### src/hw/dcop_pkg.sv
// Constants of the DC output and alarm policy block.
// Assumes a 32-bit register port with byte addresses.
package dcop_pkg;
    localparam int          ADDR_W       = 8;
    localparam int          DATA_W       = 32;
    localparam int          EVT_W        = 8;
    localparam int          IN_W         = 7;
    // Register byte addresses
    localparam logic [7:0]  ADDR_CTRL    = 8'h00;
    localparam logic [7:0]  ADDR_PINCFG  = 8'h04;
    localparam logic [7:0]  ADDR_STATUS  = 8'h08;
    localparam logic [7:0]  ADDR_INTSTAT = 8'h0c;
    localparam logic [7:0]  ADDR_INTMASK = 8'h10;
    // Control register fields
    localparam int          C_REM_ALLOW  = 0;
    localparam int          C_RANGE_10V  = 1;
    localparam int          C_SB_INV     = 2;
    localparam int          C_SB_ONOFF   = 3;
    localparam int          C_PWR_REST   = 4;
    localparam int          C_PF_AUTO    = 5;
    localparam int          C_REM_AUTO   = 6;
    localparam int          C_OT_AUTO    = 7;
    localparam int          C_SHARE_MST  = 8;
    localparam int          C_STAT_DC    = 9;
    localparam int          CTRL_W       = 10;
    localparam logic [9:0]  CTRL_RST     = 10'h001;
    // Pin routing fields
    localparam int          P_P1_OT      = 0;
    localparam int          P_P1_PF      = 1;
    localparam int          P_P2_OVP     = 2;
    localparam int          P_P2_OCP     = 3;
    localparam int          P_P2_OPP     = 4;
    localparam int          PIN_W        = 5;
    localparam logic [4:0]  PINCFG_RST   = 5'h07;
    // Synchronised input / alarm bit positions
    localparam int          A_OT         = 0;
    localparam int          A_PF         = 1;
    localparam int          A_OVP        = 2;
    localparam int          A_OCP        = 3;
    localparam int          A_OPP        = 4;
    localparam int          A_CV         = 5;
    localparam int          A_SB         = 6;
    localparam int          ALM_W        = 5;
    // Event bits above the five alarm rises
    localparam int          E_SB_CHG     = 5;
    localparam int          E_REM_EXIT   = 6;
    localparam int          E_AUTO_ON    = 7;
endpackage

### src/hw/dcop_sync.sv
// Two-flop synchroniser for a bundle of level inputs.
// Assumes each bit is a slow level from outside the clock domain.
`timescale 1ns/1ps
`default_nettype none
module dcop_sync #(
    parameter int W = 1
) (
    input  wire logic         i_clk,
    input  wire logic         i_sys_rst,
    input  wire logic [W-1:0] i_async,
    output var  logic [W-1:0] o_sync
);
    logic [W-1:0] meta;

    // First stage feeds only the second stage
    always_ff @(posedge i_clk) begin
        if (i_sys_rst) begin
            meta   <= '0;
            o_sync <= '0;
        end else begin
            meta   <= i_async;
            o_sync <= meta;
        end
    end
endmodule
`default_nettype wire

### src/hw/dcop_policy.sv
// DC output control policy, alarm pin routing and remote standby handling.
// Assumes pins and alarms are asynchronous; requests come from same-clock logic.
// Function
// - Remote permission off makes all remote control attempts ignored.
// - Range setting selects 5 V or 10 V full scale for analog interface.
// - Remote standby input polarity defaults normal; inverted complements the input.
// - First alarm pin reports overtemp and power fail, each enabled separately.
// - Second alarm pin reports overvoltage by default; three sources enabled separately.
// - Status pin shows constant voltage mode, or DC output state when selected.
// - Remote standby controls DC output even without analog remote control.
// - Off-only action: standby toggle may only switch DC output off.
// - On/off action: standby release restores output if it was on before.
// - Power-up policy off gives output off; restore gives previous state.
// - After power fail, auto policy re-enables output only if previously on.
// - Leaving remote: off policy forces output off; auto keeps last state.
// - After overtemp, auto policy re-enables output once cooled, if previously on.
// - Share bus role defaults to slave; exactly one master per group.
// - Any alarm switches the DC output off immediately.
//
// Implementation choices: strobed register access and the address map.
`timescale 1ns/1ps
`default_nettype none
module dcop_policy (
    input  wire logic                  i_clk,
    input  wire logic                  i_sys_rst,
    input  wire logic [7:0]            i_addr,
    input  wire logic [31:0]           i_wr_data,
    input  wire logic                  i_wr,
    input  wire logic                  i_rd,
    output var  logic [31:0]           o_rd_data,
    input  wire logic                  i_overtemp_alarm,
    input  wire logic                  i_power_fail_alarm,
    input  wire logic                  i_overvoltage_alarm,
    input  wire logic                  i_overcurrent_alarm,
    input  wire logic                  i_overpower_alarm,
    input  wire logic                  i_const_voltage_mode,
    input  wire logic                  i_remote_standby_input,
    input  wire logic                  i_remote_req,
    input  wire logic                  i_remote_on,
    input  wire logic                  i_remote_off,
    input  wire logic                  i_local_on,
    input  wire logic                  i_local_off,
    input  wire logic                  i_boot_done,
    input  wire logic                  i_saved_dc_on,
    output var  logic                  o_dc_output_on,
    output var  logic                  o_alarm_pin1,
    output var  logic                  o_alarm_pin2,
    output var  logic                  o_status_pin,
    output var  logic                  o_range_10v,
    output var  logic                  o_share_master,
    output var  logic                  o_remote_mode,
    output var  logic                  o_irq
);
    import dcop_pkg::*;

    logic [dcop_pkg::CTRL_W-1:0] ctrl;
    logic [dcop_pkg::PIN_W-1:0]  pincfg;
    logic [dcop_pkg::EVT_W-1:0]  int_stat;
    logic [dcop_pkg::EVT_W-1:0]  int_mask;
    logic [dcop_pkg::EVT_W-1:0]  evt;
    logic [dcop_pkg::IN_W-1:0]   in_s;
    logic [dcop_pkg::ALM_W-1:0]  alm;
    logic [dcop_pkg::ALM_W-1:0]  alm_q;
    logic [dcop_pkg::ALM_W-1:0]  alm_rise;
    logic                        sb;
    logic                        sb_q;
    logic                        sb_rise;
    logic                        sb_fall;
    logic                        rem_q;
    logic                        rem_exit;
    logic                        pf_fall;
    logic                        ot_fall;
    logic                        any_alm;
    logic                        pf_was_on;
    logic                        ot_was_on;
    logic                        sb_was_on;
    logic                        pf_reen;
    logic                        ot_reen;
    logic                        sb_reen;
    logic                        off_req;
    logic                        on_req;
    logic                        blocked;
    logic                        next_dc_on;
    logic                        wr_ctrl;
    logic                        wr_pin;

    dcop_sync #(
        .W (IN_W)
    ) u_sync (
        .i_clk     (i_clk),
        .i_sys_rst (i_sys_rst),
        .i_async   ({i_remote_standby_input, i_const_voltage_mode, i_overpower_alarm,
                     i_overcurrent_alarm, i_overvoltage_alarm, i_power_fail_alarm,
                     i_overtemp_alarm}),
        .o_sync    (in_s)
    );

    assign alm      = in_s[ALM_W-1:0];
    assign sb       = in_s[A_SB] ^ ctrl[C_SB_INV];
    assign alm_rise = alm & ~alm_q;
    assign any_alm  = |alm;
    assign sb_rise  = sb & ~sb_q;
    assign sb_fall  = ~sb & sb_q;
    assign pf_fall  = ~alm[A_PF] & alm_q[A_PF];
    assign ot_fall  = ~alm[A_OT] & alm_q[A_OT];
    assign rem_exit = rem_q & ~o_remote_mode;
    assign wr_ctrl  = i_wr && (i_addr == ADDR_CTRL);
    assign wr_pin   = i_wr && (i_addr == ADDR_PINCFG);

    // Remote control needs permission; local control applies only while remote mode is off
    assign o_remote_mode = ctrl[C_REM_ALLOW] & i_remote_req;
    assign o_range_10v    = ctrl[C_RANGE_10V];
    assign o_share_master = ctrl[C_SHARE_MST];

    // Standby acts without analog remote, but still obeys permission
    assign blocked = any_alm | (sb & ctrl[C_REM_ALLOW]);
    assign off_req = (o_remote_mode ? i_remote_off : i_local_off);
    assign on_req  = (o_remote_mode ? i_remote_on : i_local_on);
    assign pf_reen = pf_fall & ctrl[C_PF_AUTO] & pf_was_on;
    assign ot_reen = ot_fall & ctrl[C_OT_AUTO] & ot_was_on;
    assign sb_reen = sb_fall & ctrl[C_REM_ALLOW] & ctrl[C_SB_ONOFF] & sb_was_on;

    // Off causes outrank every on cause, except that boot done outranks an off request
    always_comb begin
        next_dc_on = o_dc_output_on;
        if (|alm_rise) begin
            next_dc_on = 1'b0;
        end else if (sb_rise && ctrl[C_REM_ALLOW]) begin
            next_dc_on = 1'b0;
        end else if (rem_exit && !ctrl[C_REM_AUTO]) begin
            next_dc_on = 1'b0;
        end else if (i_boot_done) begin
            next_dc_on = ctrl[C_PWR_REST] & i_saved_dc_on & ~blocked;
        end else if (off_req) begin
            next_dc_on = 1'b0;
        end else if (!blocked && (on_req || pf_reen || ot_reen || sb_reen)) begin
            next_dc_on = 1'b1;
        end
    end

    always_ff @(posedge i_clk) begin
        if (i_sys_rst) begin
            o_dc_output_on <= 1'b0;
        end else begin
            o_dc_output_on <= next_dc_on;
        end
    end

    always_ff @(posedge i_clk) begin
        if (i_sys_rst) begin
            alm_q <= '0;
            sb_q  <= 1'b0;
            rem_q <= 1'b0;
        end else begin
            alm_q <= alm;
            sb_q  <= sb;
            rem_q <= o_remote_mode;
        end
    end

    // Output state captured at the moment each cause strikes
    always_ff @(posedge i_clk) begin
        if (i_sys_rst) begin
            pf_was_on <= 1'b0;
            ot_was_on <= 1'b0;
            sb_was_on <= 1'b0;
        end else begin
            if (alm_rise[A_PF]) begin
                pf_was_on <= o_dc_output_on;
            end
            if (alm_rise[A_OT]) begin
                ot_was_on <= o_dc_output_on;
            end
            if (sb_rise) begin
                sb_was_on <= o_dc_output_on;
            end
        end
    end

    // Pins registered so glitches of the routing logic never reach them
    always_ff @(posedge i_clk) begin
        if (i_sys_rst) begin
            o_alarm_pin1 <= 1'b0;
            o_alarm_pin2 <= 1'b0;
            o_status_pin <= 1'b0;
        end else begin
            o_alarm_pin1 <= (pincfg[P_P1_OT] & alm[A_OT])
                          | (pincfg[P_P1_PF] & alm[A_PF]);
            o_alarm_pin2 <= (pincfg[P_P2_OVP] & alm[A_OVP])
                          | (pincfg[P_P2_OCP] & alm[A_OCP])
                          | (pincfg[P_P2_OPP] & alm[A_OPP]);
            o_status_pin <= ctrl[C_STAT_DC] ? o_dc_output_on : in_s[A_CV];
        end
    end

    // Configuration; an empty pin selection is not a valid choice and is dropped
    always_ff @(posedge i_clk) begin
        if (i_sys_rst) begin
            ctrl   <= CTRL_RST;
            pincfg <= PINCFG_RST;
        end else begin
            if (wr_ctrl) begin
                ctrl <= i_wr_data[CTRL_W-1:0];
            end
            if (wr_pin && (|i_wr_data[P_P1_PF:P_P1_OT])) begin
                pincfg[P_P1_PF:P_P1_OT] <= i_wr_data[P_P1_PF:P_P1_OT];
            end
            if (wr_pin && (|i_wr_data[P_P2_OPP:P_P2_OVP])) begin
                pincfg[P_P2_OPP:P_P2_OVP] <= i_wr_data[P_P2_OPP:P_P2_OVP];
            end
        end
    end

    assign evt = {pf_reen | ot_reen | sb_reen, rem_exit, sb_rise | sb_fall, alm_rise};

    // Sticky status: a new event wins over a write-one clear
    always_ff @(posedge i_clk) begin
        if (i_sys_rst) begin
            int_stat <= '0;
            int_mask <= '0;
        end else begin
            if (i_wr && (i_addr == ADDR_INTSTAT)) begin
                int_stat <= (int_stat & ~i_wr_data[EVT_W-1:0]) | evt;
            end else begin
                int_stat <= int_stat | evt;
            end
            if (i_wr && (i_addr == ADDR_INTMASK)) begin
                int_mask <= i_wr_data[EVT_W-1:0];
            end
        end
    end

    assign o_irq = |(int_stat & int_mask);

    // Read data valid only in the cycle after the strobe
    always_ff @(posedge i_clk) begin
        if (i_sys_rst) begin
            o_rd_data <= '0;
        end else if (i_rd) begin
            case (i_addr)
                ADDR_CTRL:    o_rd_data <= {{(DATA_W-CTRL_W){1'b0}}, ctrl};
                ADDR_PINCFG:  o_rd_data <= {{(DATA_W-PIN_W){1'b0}}, pincfg};
                ADDR_STATUS:  o_rd_data <= {23'h000000, sb, o_remote_mode,
                                            o_dc_output_on, in_s[A_CV], alm};
                ADDR_INTSTAT: o_rd_data <= {{(DATA_W-EVT_W){1'b0}}, int_stat};
                ADDR_INTMASK: o_rd_data <= {{(DATA_W-EVT_W){1'b0}}, int_mask};
                default:      o_rd_data <= '0;
            endcase
        end else begin
            o_rd_data <= '0;
        end
    end
endmodule
`default_nettype wire

### config.mk
export PLATFORM = sky130hd
export DESIGN_NAME = dcop_policy
export DESIGN_NICKNAME = d
export VERILOG_FILES = /design/src/hw/dcop_pkg.sv /design/src/hw/dcop_sync.sv /design/src/hw/dcop_policy.sv
export SDC_FILE = /design/constraint.sdc
export NUM_CORES = 1
export LEC_CHECK = 0
export ABC_AREA = 1
export BUFFER_PORTS_ARGS = -buffer_cell sky130_fd_sc_hd__buf_2
export CORE_MARGIN = 1.5
export CORE_UTILIZATION = 46
export DETAILED_ROUTE_END_ITERATION = 6
export PLACE_DENSITY = 0.76
export REMOVE_ABC_BUFFERS = 1
export SLEW_MARGIN = 0
export SYNTH_ARGS = -nofsm -noshare
export SYNTH_HDL_FRONTEND = slang
export SYNTH_SLANG_ARGS = --single-unit
### constraint.sdc
create_clock -name i_clk -period 1.2 [get_ports i_clk]
set_input_delay 0.36 -clock i_clk [delete_from_list [all_inputs] [get_ports i_clk]]
set_output_delay 0.36 -clock i_clk [all_outputs]
set_load 0.01 [all_outputs]
# Yosys cells after proc, flatten, opt, wreduce, memory -nomap -nowiden
# Cells that the tools add are included.
[classes]
n_mux = 8
n_shift = 0
n_eq_ne = 4
bitwise = 43
add_sub_neg = 0
n_mul = 0
reduce_logical = 22
magnitude_cmp = 0
div_mod_pow = 0
[op_table]
columns = ["op", "n"]
rows = [
  ["case mux 10 bit (5 select lines)", 1],
  ["AND 1 bit", 21],
  ["AND 8 bit", 2],
  ["== test 8 x 4 -> 1 bit, second input constant", 2],
  ["bitwise OR 8 bit", 2],
  ["OR reduction 8 bit", 2],
  ["logical AND 1 bit", 9],
  ["== test 8 x 3 -> 1 bit, second input constant", 1],
  ["== test 8 x 5 -> 1 bit, second input constant", 1],
  ["zero test 8 bit", 1],
  ["two-way mux 8 bit", 1],
  ["NOT 8 bit", 1],
  ["NOT 1 bit", 7],
  ["bitwise OR 1 bit", 7],
  ["two-way mux 1 bit", 6],
  ["AND 5 bit", 1],
  ["NOT 5 bit", 1],
  ["OR reduction 5 bit", 1],
  ["OR reduction 2 bit", 2],
  ["logical OR 1 bit", 3],
  ["nonzero test 3 bit", 1],
  ["OR reduction 3 bit", 1],
  ["zero test 1 bit", 2],
  ["XOR 1 bit", 1],
]
[totals]
latchBits = 0
wordCells = 95
in_bits = 58
out_inout_bits = 40
mem_bits_rw = 0
n_memories = 0
mem_bits_ro = 0
reg_bits = 91

# Longest topological paths before layout
[logic_depth]
word_depth = 11
mapped_depth = 10

# By module
# Synthesis repeated with hierarchy kept, for this count alone.
[unflattened]
hier_cells = 428
hier_area_um2 = 3189.3
[by_module_without_submodules]
columns = ["module", "area_each_um2", "cells_each", "seq_area_each_um2", "n_inst"]
rows = [
  ["dcop_policy", 2792.7, 385, 1101.1, 1],
  ["dcop_sync", 396.6, 43, 280.3, 1],
]

# Worst setup path after synthesis
# Ideal clock, no wire load.
[synth_timing]
path_type = "in2reg"
from = "input port i_addr[5]"
to = "register ctrl[1] in the netlist's numbering"
path_stages = 7
n_path_buf = 1
arrival_time_ns = 1.155
path_slack_ns = -0.068
required_time_ns = 1.087
path_cell_list = "nor2_1 -> nand2_2 -> nor2_8 -> nand2_4 -> buf_6 -> o21ai_1 -> nor2_1"
[synth_between]
elab_chain_cells = 2
[synth_rtl]
columns = ["item", "line_no", "rtl"]
rows = [
  ["start, declared", "dcop_policy.sv:26", "input wire logic [7:0] i_addr,"],
  ["zero test 8 bit", "dcop_policy.sv:107", "assign wr_ctrl = i_wr && (i_addr == ADDR_CTRL);"],
  ["logical AND 1 bit", "dcop_policy.sv:107", ""],
  ["end signal, assigned", "dcop_policy.sv:203", "ctrl <= i_wr_data[CTRL_W-1:0];"],
  ["end, declared", "dcop_policy.sv:56", "logic [dcop_pkg::CTRL_W-1:0] ctrl;"],
]
# No other way between the ends.
# A chain may end at the register's enable or synchronous reset.

# Worst setup path in the final report
[layout_timing]
from = "register int_mask[3] in the netlist's numbering"
to = "output port o_irq"
[layout_between]
elab_chain_cells = 2
[layout_rtl]
columns = ["item", "line_no", "rtl"]
rows = [
  ["start, declared", "dcop_policy.sv:59", "logic [dcop_pkg::EVT_W-1:0] int_mask;"],
  ["start signal, assigned", "dcop_policy.sv:228", "int_mask <= i_wr_data[EVT_W-1:0];"],
  ["AND 8 bit", "dcop_policy.sv:233", "assign o_irq = |(int_stat & int_mask);"],
  ["OR reduction 8 bit", "dcop_policy.sv:233", ""],
  ["end, declared", "dcop_policy.sv:52", "output var logic o_irq"],
]
# No other way between the ends.

==> results.txt <==
----------------------------------------------------
[Critical path]
  Worst Reg2Reg Path Length in Cells ... 10
  R2r startpoint ... ctrl[2]
  CP startpoint kind ... flop
  Kind of end point of the critical path ... output port
  Largest fanout on the critical path ... 2
  Launching element of the worst setup path ... int_mask[3]
  Data required time of the worst path ... 840 ps
  Path type of the worst setup path ... reg -> out
  Worst R2R Setup Slack ... -80 ps
  Data arrival time of the critical path ... 1260 ps
  Reg-to-Reg End ... o_dc_output_on

[Placement]
  Final weighted congestion in routability-driven placement ... 0.8924
  Post-placement cell count ... 599
  Area post-placement ... 3710 um^2
  Post-detailed-placement half-perimeter wirelength ... 5620 um
  Number of buffers inserted by port buffering ... 53

[Pwr]
  Power density cells ... 1188 nW/um^2
  Largest vdd supply drop ... 0.0007395 V
  Pleak ... 2.046 nW
  PnR Total Power ... 0.004967 W

[Global routing]
  Vias in the first global route ... 2,888
  Maximum number of pins on one net before global-route repair ... 30
  Global-route wire length before repair ... 12,920 um
  Antenna violations before repair ... 0
  Total routing resource utilization after global routing ... 0.2308
  GRT Residual Overflow ... 0

[Detailed routing]
  Final ANT Viol Nets ... 0
  DRC viols ... 5
  Detailed-route via count ... 3,048
  Total wire length after detailed routing ... 7949 um
  Routed wirelength normalized by instance count ... 12.72 um
  Detailed-routing iteration count for the pre-antenna-repair pass ... 7
  Vias per std cell ... 4.877
  1st-iter DRT viols ... 259

[Yosys]
  Simple logic cell fraction of the synthesized area ... 0.3439
  XOR/XNOR Fraction of Synth Area ... 0
  Dominant combinational cell family by area after synthesis ... simple AND/OR/NAND/NOR gates
  Post-synthesis average cell area ... 7.096 um^2
  Netlist area before placement ... 3129 um^2
  Count of mapped cells out of synthesis ... 441
  Total number of yosys warnings ... 0
  Fraction of synthesized area in multiplexers ... 0
  Post-synthesis compound-gate area fraction ... 0.07637
  Synth cell types ... 28
  Share of synthesized cell area in full adder, half adder and majority cells ... 0.007997
  Seq cells post-synth ... 69
  Sequential element share of the synthesized area ... 0.4414

[STA]
  Count of final hold-check violations ... 0
  Tmin final ... 1616 ps
  Setup violation total in the final timing report ... 4
  Max Clock Skew ... 7.003 ps
  Final number of max-transition violations ... 0
  Fin worst setup slack ... -415.6 ps
  Peak clock frequency supported by timing ... 0.6189 GHz
  RSZ-0062 raised after global routing ... true
  Part of the cycle the worst path needs ... 1.346

[Finish]
  Fin area ... 4179 um^2
  Core utilization of the finished layout ... 0.6470
  Area growth syn-to-layout ... 33.55%
  Final Non-Filler Cells ... 625
  Diodes inserted ... 0
  Number of nets at the end of the flow ... 603
  Layout cells sized above 1 ... 0.3157

[Outcome]
  Violated checks ... design-rule violations, negative setup slack
  Status ... finished with violations

[Clock tree]
  Register clock-pin slew on the reported worst setup and hold paths ... 80 ps
  H-tree Lvls ... 3
  Clock Latency Late Sink ... 360 ps
  Clk buf depth ... 2
  Number of buffers inserted for hold repair after clock tree synthesis ... 0
  Clock sink total ... 69
  Clock tree from TritonCTS ... built
  Cts bufs inserted ... 9
  Root buffer selected by CTS ... sky130_fd_sc_hd__clkbuf_8

[Worst hold path]
  Hold Crit Start ... i_power_fail_alarm
  Type of the most critical hold path ... in -> reg
  Worst Hold Path Cells ... 3
  End point of the most critical hold path ... u_sync.meta[1]

[Floorplan]
  Die area ... 7307 um^2
  Height of the die ... 85.48 um
  Starting density of the core ... 0.4845
  Row cnt ... 29
  I/O pin count ... 98
  Die extent in x ... 85.48 um
  Core outline area ... 6459 um^2

[Job]
  Max-cap violations ... 0

----------------------------------------------------
[where the power goes]
group          leakage (nW)  internal [W]  total [W]  switching (W)
Combinational          1.37      0.000197   0.000466       0.000269
Clock                 0.110       0.00118    0.00213       0.000952
Sequential            0.565       0.00234    0.00237      0.0000317
[state kept, by name, indices dropped and copies added (netlist names), 5 cells and up]
signal         flops
u_sync.meta        7
int_stat           8
u_sync.o_sync      7
ctrl              10
int_mask           8
pincfg             5
alm_q              5
o_rd_data         10
[cell type report]
cell class | instances | area, um^2
Fill cell | 592 | 2280
Multi-Input combinational cell | 312 | 1548
Sequential cell | 69 | 1396
Timing Repair Buffer | 103 | 729.5
Inverter | 48 | 186.4
Clock buffer | 9 | 123.9
Clock inverter | 7 | 98.84
Tap cell | 77 | 96.34
[worst max-delay path by stage]
stage,cells after the start,slack (ps),end
2_1_floorplan,7,-50,o_rd_data[0]
3_3_place_gp,7,-260,pincfg[3]
3_5_place_dp,7,-300,pincfg[3]
4_1_cts,5,-400,o_irq
5_1_grt,5,-490,o_irq
6_report,5,-420,o_irq
[per-stage QoR]
step | worst slack [ps] | TNS, ps | hold WS, ps
2_1_floorplan | -48.82 | -599.2 | 388.3
3_3_place_gp | -255.2 | -8187 | 389.2
3_5_place_dp | -295.3 | -9263 | 392.5
4_1_cts | -395.0 | -576.3 | 188.7
5_1_grt | -488.5 | -984.0 | 197.9
6_report | -415.6 | -627.8 | 197.5
[logic make-up (layout without fill, tap and decap cells)]
group	Yosys count	count (layout)
flops	69	69
other cells	1	22
buf+inv	81	167
simple gates	243	243
compound gates	45	45
fa+ha+maj	2	2
[cell usage after synthesis]
library cell / instances / area (um^2)
sky130_fd_sc_hd__a221oi_1: 2 / 17.52
sky130_fd_sc_hd__o211ai_1: 1 / 7.510
sky130_fd_sc_hd__nand2_2: 2 / 12.51
sky130_fd_sc_hd__conb_1: 1 / 3.750
sky130_fd_sc_hd__nor2_2: 3 / 18.77
sky130_fd_sc_hd__dfxtp_1: 69 / 1381
sky130_fd_sc_hd__ha_1: 2 / 25.02
sky130_fd_sc_hd__and2_1: 1 / 6.260
sky130_fd_sc_hd__or2_2: 2 / 12.51
sky130_fd_sc_hd__buf_6: 1 / 11.26
sky130_fd_sc_hd__nor2_4: 3 / 33.78
sky130_fd_sc_hd__clkbuf_2: 1 / 5.000
sky130_fd_sc_hd__a22o_1: 1 / 8.760
sky130_fd_sc_hd__a21oi_1: 18 / 90.09
sky130_fd_sc_hd__o21ai_1: 7 / 35.03
sky130_fd_sc_hd__nor2_1: 82 / 307.8
sky130_fd_sc_hd__inv_2: 2 / 7.510
sky130_fd_sc_hd__o21ai_0: 16 / 80.08
sky130_fd_sc_hd__nand4_1: 1 / 6.260
sky130_fd_sc_hd__clkinv_2: 1 / 5.000
sky130_fd_sc_hd__clkbuf_1: 7 / 26.28
sky130_fd_sc_hd__buf_4: 24 / 180.2
sky130_fd_sc_hd__nor2_8: 2 / 40.04
sky130_fd_sc_hd__nand2_1: 94 / 352.8
sky130_fd_sc_hd__nand3_1: 49 / 245.2
sky130_fd_sc_hd__inv_1: 45 / 168.9
sky130_fd_sc_hd__nand2_4: 3 / 33.78
sky130_fd_sc_hd__nor4_1: 1 / 6.260
[worst max-delay path: stages (launching register included)]
cell and delay, ps:
sky130_fd_sc_hd__dfxtp_2 330, sky130_fd_sc_hd__nand2_2 90, sky130_fd_sc_hd__nand2_2 60, sky130_fd_sc_hd__a221oi_2 170, sky130_fd_sc_hd__nand2_1 90, sky130_fd_sc_hd__buf_2 150
[timing repair]
action	CTS	global route
pin swaps	17	15
buffers inserted	7	4
gates resized for setup	29	25
endpoints found under the setup margin	9	12
[routing by layer]
layer	track usage	routed length, um	up-vias
met4	0.09677	194	0
met5	0	0	-
li1	-	-	1548
met2	0.3837	3749	128
met1	0.2772	3440	1348
met3	0.07004	564	24
[cell usage in the layout (no fill, tap or decap), drive strengths merged]
| master | instances |
|---|---|
| inv | 48 |
| clkinv | 4 |
| conb | 22 |
| buf | 103 |
| nor4 | 1 |
| bufinv | 2 |
| or2 | 2 |
| and2 | 1 |
| a22o | 1 |
| a21oi | 18 |
| nand4 | 1 |
| a221oi | 2 |
| o211ai | 1 |
| nor2 | 90 |
| nand3 | 49 |
| dfxtp | 69 |
| nand2 | 99 |
| ha | 2 |
| o21ai | 23 |
| clkbuf | 9 |
| clkinvlp | 1 |
No activity file was read; power rests on OpenSTA's default activity.
